## config.mk

```make
export PLATFORM = sky130hd
export DESIGN_NAME = flc_fan_loop
export DESIGN_NICKNAME = d
export VERILOG_FILES = /design/src/core/flc_pkg.sv /design/src/core/flc_fan_loop.sv
export SDC_FILE = /design/constraint.sdc
export NUM_CORES = 1
export LEC_CHECK = 0
export ABC_AREA = 1
export BUFFER_PORTS_ARGS = -buffer_cell sky130_fd_sc_hd__buf_2
export CORE_AREA = 2 2 110 192
export DETAILED_ROUTE_END_ITERATION = 8
export DIE_AREA = 0 0 112 194
export PLACE_DENSITY = 0.91
export SYNTH_ARGS = -nofsm -noshare
export SYNTH_HDL_FRONTEND = slang
export SYNTH_SLANG_ARGS = --single-unit
```

## constraint.sdc

```tcl
create_clock -name CLK -period 14.43 [get_ports CLK]
set_input_delay 1.443 -clock CLK [delete_from_list [all_inputs] [get_ports CLK]]
set_output_delay 1.443 -clock CLK [all_outputs]
set_load 0.005 [all_outputs]
```

## src/core/flc_pkg.sv

```systemverilog
// Constants, types and decode functions for the fan loop configuration block
package flc_pkg;

    // ************************************************************
    // Register offsets and reset values
    // ************************************************************
    localparam logic [7:0] OFS_DRIVE     = 8'h00;
    localparam logic [7:0] OFS_PWM_NOW   = 8'h01;
    localparam logic [7:0] OFS_CFG_ONE   = 8'h02;
    localparam logic [7:0] OFS_CFG_TWO   = 8'h03;
    localparam logic [7:0] OFS_FAN_STEP  = 8'h04;

    localparam logic [7:0] RST_DRIVE     = 8'h00;
    localparam logic [7:0] RST_CFG_ONE   = 8'h03;
    localparam logic [7:0] RST_CFG_TWO   = 8'h1A;
    localparam logic [7:0] RST_FAN_STEP  = 8'h10;
    localparam logic [1:0] RST_DERIVATIVE_OPTION   = 2'h3;

    // ************************************************************
    // Field positions
    // ************************************************************
    localparam int LOOP_EN_BIT   = 7;
    localparam int UPD_LSB       = 0;
    localparam int RAMP_EN_BIT   = 6;
    localparam int DER_LSB       = 3;
    localparam int WIN_LSB       = 1;

    // ************************************************************
    // Timing
    // ************************************************************
    localparam int CLK_PERIOD_NS = 20;
    localparam int MS_NS         = 1000000;
    localparam int MS_CYCLES     = MS_NS / CLK_PERIOD_NS;

    // ************************************************************
    // Loop term scaling
    // ************************************************************
    localparam int P_SHIFT       = 4;
    localparam int I_SHIFT       = 6;
    localparam int D_SHIFT       = 4;
    localparam logic [7:0] DRIVE_MAX = 8'hFF;

    // ************************************************************
    // Types
    // ************************************************************
    typedef enum logic [1:0] {
        MODE_DIRECT = 2'b00,
        MODE_RAMP   = 2'b01,
        MODE_LOOP   = 2'b10
    } flc_mode_t;

    typedef struct packed {
        logic       wr;
        logic       rd;
        logic [7:0] addr;
        logic [7:0] wdata;
    } flc_bus_t;

    // ************************************************************
    // Decoders
    // ************************************************************
    function automatic logic [10:0] flc_update_ms(input logic [2:0] sel);
        case (sel)
            3'h0:    flc_update_ms = 11'd100;
            3'h1:    flc_update_ms = 11'd200;
            3'h2:    flc_update_ms = 11'd300;
            3'h3:    flc_update_ms = 11'd400;
            3'h4:    flc_update_ms = 11'd500;
            3'h5:    flc_update_ms = 11'd800;
            3'h6:    flc_update_ms = 11'd1200;
            default: flc_update_ms = 11'd1600;
        endcase
    endfunction : flc_update_ms

    function automatic logic [15:0] flc_window_rpm(input logic [1:0] sel);
        case (sel)
            2'h0:    flc_window_rpm = 16'd0;
            2'h1:    flc_window_rpm = 16'd50;
            2'h2:    flc_window_rpm = 16'd100;
            default: flc_window_rpm = 16'd200;
        endcase
    endfunction : flc_window_rpm

    function automatic logic [7:0] flc_absdiff(input logic [7:0] a, input logic [7:0] b);
        flc_absdiff = (a > b) ? a - b : b - a;
    endfunction : flc_absdiff

endpackage : flc_pkg

```

## src/core/flc_fan_loop.sv

```systemverilog
// Fan drive controller with second loop configuration register and register port
// How it works
// - Loop off and ramp off: a written drive value reaches the PWM immediately.
// - Ramp on and loop off: PWM moves toward drive value, at most fan step per update.
// - Derivative option field sits at bits 4:3, resets to 11, loop only.
// - Option 00: no derivative term, change capped at fan step.
// - Option 01: derivative added to P and I terms, change capped at fan step.
// - Option 10: derivative added, fan step cap ignored.
// - Option 11: derivative counted twice, fan step cap ignored.
// - Loop on and speed inside error window: drive setting held.
// - Update period codes 000..111: 100..1600 ms, reset 400 ms.
// - Loop enable resets clear; when set drive is adjusted toward target speed.
// - Fan step is the largest capped drive change per update.
//
// Our own choice: strobed register access.
module flc_fan_loop
    import flc_pkg::*;
#(
    parameter int MS_COUNT = MS_CYCLES
) (
    input  wire  logic        CLK,
    input  wire  logic        RST,
    input  wire  logic [7:0]  ADDR,
    input  wire  logic [7:0]  WDATA,
    input  wire  logic        WR,
    input  wire  logic        RD,
    output logic       [7:0]  RDATA,
    input  wire  logic [15:0] TARGET_RPM,
    input  wire  logic [15:0] MEASURED_RPM,
    output logic       [7:0]  PWM_DRIVE,
    output logic              PWM_OUT
);

    // ************************************************************
    // Register port
    // ************************************************************
    flc_bus_t   bus;
    logic [7:0] drive_setting;
    logic [7:0] cfg_one;
    logic [7:0] cfg_two;
    logic [7:0] fan_step;

    assign bus = '{wr: WR, rd: RD, addr: ADDR, wdata: WDATA};

    always_ff @(posedge CLK) begin
        if (RST) begin
            drive_setting <= RST_DRIVE;
            cfg_one       <= RST_CFG_ONE;
            cfg_two       <= RST_CFG_TWO;
            fan_step      <= RST_FAN_STEP;
        end else if (bus.wr) begin
            case (bus.addr)
                OFS_DRIVE:    drive_setting <= bus.wdata;
                OFS_CFG_ONE:  cfg_one       <= bus.wdata;
                OFS_CFG_TWO:  cfg_two       <= bus.wdata;
                OFS_FAN_STEP: fan_step      <= bus.wdata;
                default: ;
            endcase
        end
    end

    always_ff @(posedge CLK) begin
        if (RST) begin
            RDATA <= 8'h00;
        end else if (bus.rd) begin
            case (bus.addr)
                OFS_DRIVE:    RDATA <= drive_setting;
                OFS_PWM_NOW:  RDATA <= PWM_DRIVE;
                OFS_CFG_ONE:  RDATA <= cfg_one;
                OFS_CFG_TWO:  RDATA <= cfg_two;
                OFS_FAN_STEP: RDATA <= fan_step;
                default:      RDATA <= 8'h00;
            endcase
        end else begin
            RDATA <= 8'h00;
        end
    end

    // ************************************************************
    // Field decode
    // ************************************************************
    logic       closed_loop_enable;
    logic       manual_ramp_enable;
    logic [1:0] derivative_option;
    logic [1:0] error_window_select;
    logic [2:0] update_select;
    flc_mode_t  mode;

    assign closed_loop_enable  = cfg_one[LOOP_EN_BIT];
    assign update_select       = cfg_one[UPD_LSB +: 3];
    assign manual_ramp_enable  = cfg_two[RAMP_EN_BIT];
    assign derivative_option   = cfg_two[DER_LSB +: 2];
    assign error_window_select = cfg_two[WIN_LSB +: 2];

    always_comb begin
        if (closed_loop_enable) begin
            mode = MODE_LOOP;
        end else if (manual_ramp_enable) begin
            mode = MODE_RAMP;
        end else begin
            mode = MODE_DIRECT;
        end
    end

    // ************************************************************
    // Update period timer
    // ************************************************************
    logic [$clog2(MS_COUNT)-1:0] cyc_count;
    logic                        ms_tick;
    logic [10:0]                 ms_count;
    logic                        update_tick;

    always_ff @(posedge CLK) begin
        if (RST) begin
            cyc_count <= '0;
            ms_tick   <= 1'b0;
        end else if (cyc_count == ($clog2(MS_COUNT))'(MS_COUNT - 1)) begin
            cyc_count <= '0;
            ms_tick   <= 1'b1;
        end else begin
            cyc_count <= cyc_count + ($clog2(MS_COUNT))'(1);
            ms_tick   <= 1'b0;
        end
    end

    always_ff @(posedge CLK) begin
        if (RST) begin
            ms_count    <= 11'd0;
            update_tick <= 1'b0;
        end else if (ms_tick && ms_count >= flc_update_ms(update_select) - 11'd1) begin
            ms_count    <= 11'd0;
            update_tick <= 1'b1;
        end else begin
            ms_count    <= ms_tick ? ms_count + 11'd1 : ms_count;
            update_tick <= 1'b0;
        end
    end

    // ************************************************************
    // Closed loop terms
    // ************************************************************
    logic signed [19:0] err;
    logic signed [19:0] prev_err;
    logic signed [19:0] integ;
    logic signed [19:0] d_raw;
    logic signed [19:0] d_term;
    logic signed [19:0] delta;
    logic signed [19:0] step_s;
    logic signed [19:0] loop_sum;
    logic        [19:0] abs_err;
    logic               in_window;
    logic        [7:0]  next_loop;

    assign err       = 20'(signed'({4'h0, TARGET_RPM})) - 20'(signed'({4'h0, MEASURED_RPM}));
    assign abs_err   = err[19] ? 20'(-err) : 20'(err);
    assign in_window = abs_err <= {4'h0, flc_window_rpm(error_window_select)};
    assign d_raw     = (err - prev_err) >>> D_SHIFT;
    assign step_s    = signed'({12'h000, fan_step});

    always_comb begin
        case (derivative_option)
            2'b00:   d_term = '0;
            2'b01:   d_term = d_raw;
            2'b10:   d_term = d_raw;
            2'b11:   d_term = d_raw <<< 1;
            default: d_term = '0;
        endcase
        delta = (err >>> P_SHIFT) + integ + d_term;
        if (!derivative_option[1]) begin
            if (delta > step_s) begin
                delta = step_s;
            end else if (delta < -step_s) begin
                delta = -step_s;
            end
        end
        loop_sum = signed'({12'h000, PWM_DRIVE}) + delta;
        if (loop_sum < 0) begin
            next_loop = 8'h00;
        end else if (loop_sum > signed'({12'h000, DRIVE_MAX})) begin
            next_loop = DRIVE_MAX;
        end else begin
            next_loop = loop_sum[7:0];
        end
    end

    always_ff @(posedge CLK) begin
        if (RST) begin
            prev_err <= '0;
            integ    <= '0;
        end else if (mode != MODE_LOOP) begin
            prev_err <= '0;
            integ    <= '0;
        end else if (update_tick && !in_window) begin
            prev_err <= err;
            integ    <= integ + (err >>> I_SHIFT);
        end
    end

    // ************************************************************
    // Drive update
    // ************************************************************
    logic [7:0] next_ramp;
    logic [7:0] gap;

    assign gap = flc_absdiff(drive_setting, PWM_DRIVE);

    always_comb begin
        if (gap <= fan_step) begin
            next_ramp = drive_setting;
        end else if (drive_setting > PWM_DRIVE) begin
            next_ramp = PWM_DRIVE + fan_step;
        end else begin
            next_ramp = PWM_DRIVE - fan_step;
        end
    end

    always_ff @(posedge CLK) begin
        if (RST) begin
            PWM_DRIVE <= RST_DRIVE;
        end else begin
            case (mode)
                MODE_DIRECT: begin
                    if (bus.wr && bus.addr == OFS_DRIVE) begin
                        PWM_DRIVE <= bus.wdata;
                    end else begin
                        PWM_DRIVE <= drive_setting;
                    end
                end
                MODE_RAMP: begin
                    if (update_tick) begin
                        PWM_DRIVE <= next_ramp;
                    end
                end
                MODE_LOOP: begin
                    if (update_tick && !in_window) begin
                        PWM_DRIVE <= next_loop;
                    end
                end
                default: PWM_DRIVE <= drive_setting;
            endcase
        end
    end

    // ************************************************************
    // PWM waveform
    // ************************************************************
    logic [7:0] pwm_phase;

    always_ff @(posedge CLK) begin
        if (RST) begin
            pwm_phase <= 8'h00;
            PWM_OUT   <= 1'b0;
        end else begin
            pwm_phase <= pwm_phase + 8'h01;
            PWM_OUT   <= (PWM_DRIVE == DRIVE_MAX) || (pwm_phase < PWM_DRIVE);
        end
    end

    // ************************************************************
    // Checks
    // ************************************************************
    instant_apply_a: assert property (@(posedge CLK) disable iff (RST)
        (mode == MODE_DIRECT && bus.wr && bus.addr == OFS_DRIVE) |=> PWM_DRIVE == $past(WDATA))
        else $error("drive write not applied at once");

    ramp_step_a: assert property (@(posedge CLK) disable iff (RST)
        (mode == MODE_RAMP) |=> flc_absdiff(PWM_DRIVE, $past(PWM_DRIVE)) <= $past(fan_step))
        else $error("ramp step larger than fan step");

    ramp_quiet_a: assert property (@(posedge CLK) disable iff (RST)
        (mode == MODE_RAMP && !update_tick) |=> PWM_DRIVE == $past(PWM_DRIVE))
        else $error("ramp moved between updates");

    no_overshoot_a: assert property (@(posedge CLK) disable iff (RST)
        (mode == MODE_RAMP && update_tick && gap <= fan_step) |=> PWM_DRIVE == $past(drive_setting))
        else $error("ramp missed its end value");

    der_reset_a: assert property (@(posedge CLK)
        RST |=> derivative_option == RST_DERIVATIVE_OPTION && !closed_loop_enable)
        else $error("wrong reset of loop fields");

    cfg_reset_a: assert property (@(posedge CLK)
        RST |=> cfg_two == RST_CFG_TWO && update_select == RST_CFG_ONE[UPD_LSB +: 3])
        else $error("wrong reset of config fields");

    direct_follow_a: assert property (@(posedge CLK) disable iff (RST)
        (mode == MODE_DIRECT && !bus.wr) |=> PWM_DRIVE == $past(drive_setting))
        else $error("drive not following setting");

    ramp_full_step_a: assert property (@(posedge CLK) disable iff (RST)
        (mode == MODE_RAMP && update_tick && gap > fan_step)
        |=> flc_absdiff(PWM_DRIVE, $past(PWM_DRIVE)) == $past(fan_step))
        else $error("ramp step not a full fan step");

    capped_a: assert property (@(posedge CLK) disable iff (RST)
        (mode == MODE_LOOP && update_tick && !derivative_option[1] && $stable(fan_step))
        |=> flc_absdiff(PWM_DRIVE, $past(PWM_DRIVE)) <= $past(fan_step))
        else $error("loop step over fan step");

    window_hold_a: assert property (@(posedge CLK) disable iff (RST)
        (mode == MODE_LOOP && in_window) |=> PWM_DRIVE == $past(PWM_DRIVE))
        else $error("drive changed inside window");

    update_period_a: assert property (@(posedge CLK) disable iff (RST)
        update_tick |-> ms_count == 11'd0 && $past(ms_tick))
        else $error("update tick off its period");

endmodule : flc_fan_loop

```

Yosys cells after proc, flatten, opt, wreduce, memory -nomap -nowiden --
Index checks and enable logic that the tools add are counted.
Storage, ports and cells: logic and storage cells 104, register bits 123, output and inout port bits 17, input port bits 52
Cells by class: reduce and logical (&&, ||, !) cells 20, eq/ne operators 22, magnitude comparators 9, bitwise logic cells 1, $add $sub $neg 16, mux-type cells 22
Operators by type and width (count):
- $mux 20 | 4
- $pmux 11 s7 | 1
- $mux 8 | 8
- $pmux 20 s3 | 1
- $pmux 8 s3 | 2
- $pmux 8 s5 | 1
- $sub 8x8->8 | 3
- $add 13x20->20 | 1
- $add 20x11->20 | 1
- $add 20x20->20 | 1
- $add 9x20->20 | 1
- $gt 20x9->1 | 1
- $gt 20x9->1 const B | 1
- $le 20x16->1 | 1
- $lt 20x1->1 const B | 1
- $lt 20x20->1 | 1
- $neg 17->20 | 1
- $neg 8->20 | 1
- $sub 17x17->18 | 1
- $sub 16x16->17 | 1
- $add 16x1->16 const B | 1
- $eq 16x16->1 const B | 1
- $eq 8x2->1 const B | 2
- $add 11x1->11 const B | 1
- 28 further kinds | 52

Longest topological paths before layout --
depth in word-level cells 14, gate-level depth with buffers 81

Least setup slack after synthesis --
No wires, ideal clock.
path type input-to-reg, from input TARGET_RPM[0], to register PWM_DRIVE[2], cell stages on the path 69, path slack 4.196 ns, arrival time 10.112 ns, cells stage by stage inv_1 ha_1 fa_1 o21ai_2 a21oi_1 o21ai_2 xor2_2 inv_2 ha_1 a21oi_1 o21a_1 nand3_2 nand3_1 nand2_1 a21o_1 nand2_1 nand2_1 nand3_1 (+33 left out) inv_1 fa_1 o21ai_0 a21oi_1 nor2_1 nor2_1 o21ai_0 nand4_1 nor2_2 nand2_1 nand2_1 nand2_1 nor2_1 nand3_2 o21bai_4 nand2_1 nand2_1 a21oi_2
Between the ends: longest elaborated chain between the ends 14
RTL lines:
- start, declared | line flc_fan_loop.sv:28 | input wire logic [15:0] TARGET_RPM,
- $sub 16x16->17 * | line flc_fan_loop.sv:154 | assign err = 20'(signed'({4'h0, TARGET_RPM})) - 20'(signed'({4'h0, MEASURED_RPM}));
- via err[6] | line flc_fan_loop.sv:142 | logic signed [19:0] err;
- $sub 17x17->18 | line flc_fan_loop.sv:157 | assign d_raw = (err - prev_err) >>> D_SHIFT;
- $pmux 20 s3 | line flc_fan_loop.sv:161 | case (derivative_option)
- $add 20x20->20 | line flc_fan_loop.sv:168 | delta = (err >>> P_SHIFT) + integ + d_term;
- $lt 20x20->1 | line flc_fan_loop.sv:172 | end else if (delta < -step_s) begin
- $mux 20 | line flc_fan_loop.sv:172
- $mux 20 | line flc_fan_loop.sv:170 | if (delta > step_s) begin
- $mux 20 | line flc_fan_loop.sv:169 | if (!derivative_option[1]) begin
- $add 9x20->20 | line flc_fan_loop.sv:176 | loop_sum = signed'({12'h000, PWM_DRIVE}) + delta;
- $gt 20x9->1 | line flc_fan_loop.sv:179 | end else if (loop_sum > signed'({12'h000, DRIVE_MAX})) begin
- $mux 8 | line flc_fan_loop.sv:179
- $mux 8 | line flc_fan_loop.sv:177 | if (loop_sum < 0) begin
- $mux 8 | line flc_fan_loop.sv:235 | if (update_tick && !in_window) begin
- $pmux 8 s3 | line flc_fan_loop.sv:221 | case (mode)
- end signal, assigned | line flc_fan_loop.sv:224 | PWM_DRIVE <= bus.wdata;
- end signal, assigned | line flc_fan_loop.sv:236 | PWM_DRIVE <= next_loop;
- end signal, assigned | line flc_fan_loop.sv:239 | default: PWM_DRIVE <= drive_setting;
- end, declared | line flc_fan_loop.sv:30 | output logic [7:0] PWM_DRIVE,
The timed path passes the listed nets; every way through them passes the cells marked *. The select of a mux whose other input is x is not followed. A chain may end at the register's enable or synchronous reset.

Worst setup path after layout --
from input TARGET_RPM[0], to register PWM_DRIVE[6]
The elaborated chain is that of the path after synthesis.

==> impl_metrics.py <==
metrics = {
    "run_status": {
        "outcome": "finished clean",
    },
    "synthesis": {
        "syn_nets": 2155,
        "yosys_register_bits": 123,
        "seq_area_frac_synth_pct": 19.01,
        "synth-edff-count": 0,
        "synthCells": 1908,
        "ys.flop_type": "dfxtp_1",
        "syn_avg_cell_area_um2": 6.790,
        "post-synth-top-count-cell": "nand2_1",
        "yosys_warnings": 0,
        "synth_top_area_cell": "dfxtp_1",
        "synth_common_cells": "nand2_1, inv_1, a21oi_1",
        "synth_area_mm2": 0.01296,
        "async_flop_share_pct": 0,
        "synth_top_area_share_pct": 19.01,
        "synthDistinctLibCells": 59,
        "synth_area_leaders": "dfxtp_1, ha_1, nand2_1",
    },
    "routing": {
        "first_pass_iters": 8,
        "drt_iter0_drc": 725,
        "drt-total-wl_mm": 36.70,
        "ant_nets": 0,
        "wl_per_cell_um": 16.49,
        "vias_per_cell": 5.858,
        "vias": 13030,
        "drc": 0,
    },
    "place": {
        "port_buffers": 68,
        "place_area_mm2": 0.01348,
        "place.detailed.hpwl_mm": 29.23,
        "placed_cells": 2193,
        "place_congestion": 1.008,
    },
    "min_path": {
        "hold_class": "reg2reg",
    },
    "grt": {
        "grt_pass1_vias": 12920,
        "grt.overflow.total": 0,
        "grt_antenna_before_repair": 0,
        "grt_max_degree": 62,
        "grt.total_usage_pct": 33.46,
        "grt_pass1_wl_mm": 59.31,
    },
    "clock_network": {
        "cts_hold_buf": 0,
        "clk_pin_slew_worst_paths_ps": 60,
        "cts_buffer_depth": 2,
        "numCtsBuffers": 17,
        "cts_sinks": 123,
        "cts-root-buf": "clkbuf_16",
        "clock_latency_ps": 440,
        "cts-htree-levels": 4,
        "cts_tree": "built",
        "cts_resized": 0,
        "post-cts-setup-buffers": 0,
    },
    "pwr": {
        "leakage_nw": 7.007,
        "peakVddDrop_v": 0.0001079,
        "power_density_mw_per_mm2": 158.1,
        "p_total_mw": 2.217,
    },
    "timing": {
        "period_share_pct": 77.66,
        "rsz0062_at_grt": "false",
        "fmax_mhz": 89.24,
        "setup_viol": 0,
        "hold_viol_final": 0,
        "fin_crit_ps": 11210,
        "drv_slew": 0,
        "tightest_slew_ps": 1012,
        "slew_headroom_pct": 32.04,
        "finalClockSkew_ps": 9.976,
        "tns_ps": 0,
    },
    "final_layout": {
        "nNetsFinal": 2211,
        "fillCellCount": 1660,
        "final_area_mm2": 0.01402,
        "area_growth_pct": 8.237,
        "multi_input_area_mm2": 0.009136,
        "antenna-diode-count": 0,
        "final_cells": 2225,
        "drive_gt1_share_pct": 9.358,
        "final-seq-area_mm2": 0.002462,
    },
    "floorplanning": {
        "die_h_um": 194,
        "core_mm2": 0.02020,
        "rows": 69,
        "die_area_mm2": 0.02173,
        "fp.dieW_um": 112,
        "io_pins": 69,
        "initial_core_util_pct": 64.13,
    },
    "flow_run": {
        "cap_violations": 0,
    },
    "setup_path": {
        "startpoint_type": "input port",
        "cpPeakStageDelay_ps": 630,
        "arrival_ps": 11530,
        "path_common_cell": "nand2_1",
        "cp_max_fo": 20,
        "end_kind": "flop",
        "worstSetupPathType": "in2reg",
        "worstPathRequired_ps": 14750,
        "cp_slowest_cell": "xor2_1",
    },
}
final timing paths:
check                                    from            to  slack [ps]  cells past startpoint
worst max-delay path            TARGET_RPM[0]  PWM_DRIVE[6]        3220                     64
worst min-delay path              prev_err[9]   prev_err[9]         470                      2
worst max register to register    prev_err[6]  PWM_DRIVE[6]        5590                     61
worst min register to register    prev_err[9]   prev_err[9]         470                      2
layout by cell type, fill, tap and decap left out, types with 13 or more instances in the layout:
master,synthesis,final
nand2_1,379,378
inv_1,297,297
a21oi_1,182,182
ha_1,169,169
nor2_1,137,136
o21ai_0,128,128
dfxtp_1,123,123
xor2_1,69,69
buf_2,6,68
nand3_1,66,66
nor3_1,29,29
xnor2_1,26,26
fa_1,26,26
nand4_1,22,22
clkbuf_16,0,17
inv_2,16,16
o21bai_1,14,14
o211ai_1,14,14
o21ai_1,13,13
nand3_2,13,13
o22ai_1,13,13
nand2_2,12,13
a221oi_1,13,13
cells by family after synthesis:
family | after synthesis | synth area share, %
multiplexers | 4 | 0.3090
adder cells (fa/ha/maj) | 195 | 20.34
XOR/XNOR | 96 | 6.548
buffers and inverters | 353 | 10.52
flip-flops | 123 | 19.01
AO/OA/AOI/OAI | 429 | 18.88
AND/OR/NAND/NOR | 708 | 24.40
final cells by class:
| class | count | share of cell area (%) |
|---|---|---|
| multi-input cells | 1432 | 65.15 |
| flip-flops and latches | 123 | 17.56 |
| inverters | 316 | 8.458 |
| clock buffers | 18 | 3.060 |
| repair buffers | 74 | 2.748 |
| well taps | 248 | 2.213 |
| clock inverters | 14 | 0.8119 |
report_power, final:
group | leakage (nW) | internal, mW | total [mW] | switching, mW
combinational | 5.76 | 0.514 | 1.47 | 0.955
clock | 0.255 | 0.223 | 0.404 | 0.182
sequential | 0.992 | 0.342 | 0.344 | 0.00218
critical path: cells and delay by family:
family	cells	cell delay, ps
xor+xnor	1	630
buf+inv	8	500
fa+ha+maj	8	2910
compound gates	13	2190
mux	1	200
simple gates	33	3570
routing by layer:
layer / part of all wire (%) / global-route usage [%] / wire length (um) / vias up
li1: - / - / - / 6438
met1: 35 / 30.81 / 12700 / 5888
met5: 0 / 0 / 0 / -
met2: 53 / 63.95 / 19290 / 500
met3: 4.2 / 4.939 / 1543 / 208
met4: 8.6 / 26.02 / 3160 / 0
flip-flops by register name, summed over array words and instances (netlist names):
signal and flops:
PWM_DRIVE 8, PWM_OUT 1, RDATA 8, cfg_one 8, cfg_two 8, cyc_count 16, drive_setting 8, fan_step 8
integ 20, ms_count 11, ms_tick 1, prev_err 17, pwm_phase 8, update_tick 1
metrics by stage:
step           utilization (%)  hold slack (ps)  setup WS (ps)
6_report                 69.42            465.7           3224
5_1_grt                  69.42            481.9           2215
4_1_cts                  69.42            462.5           3302
3_5_place_dp             66.73            453.6           2905
3_3_place_gp             66.73            428.1           3213
2_1_floorplan                -            417.6           4196
(Power assumes the default switching activity.)
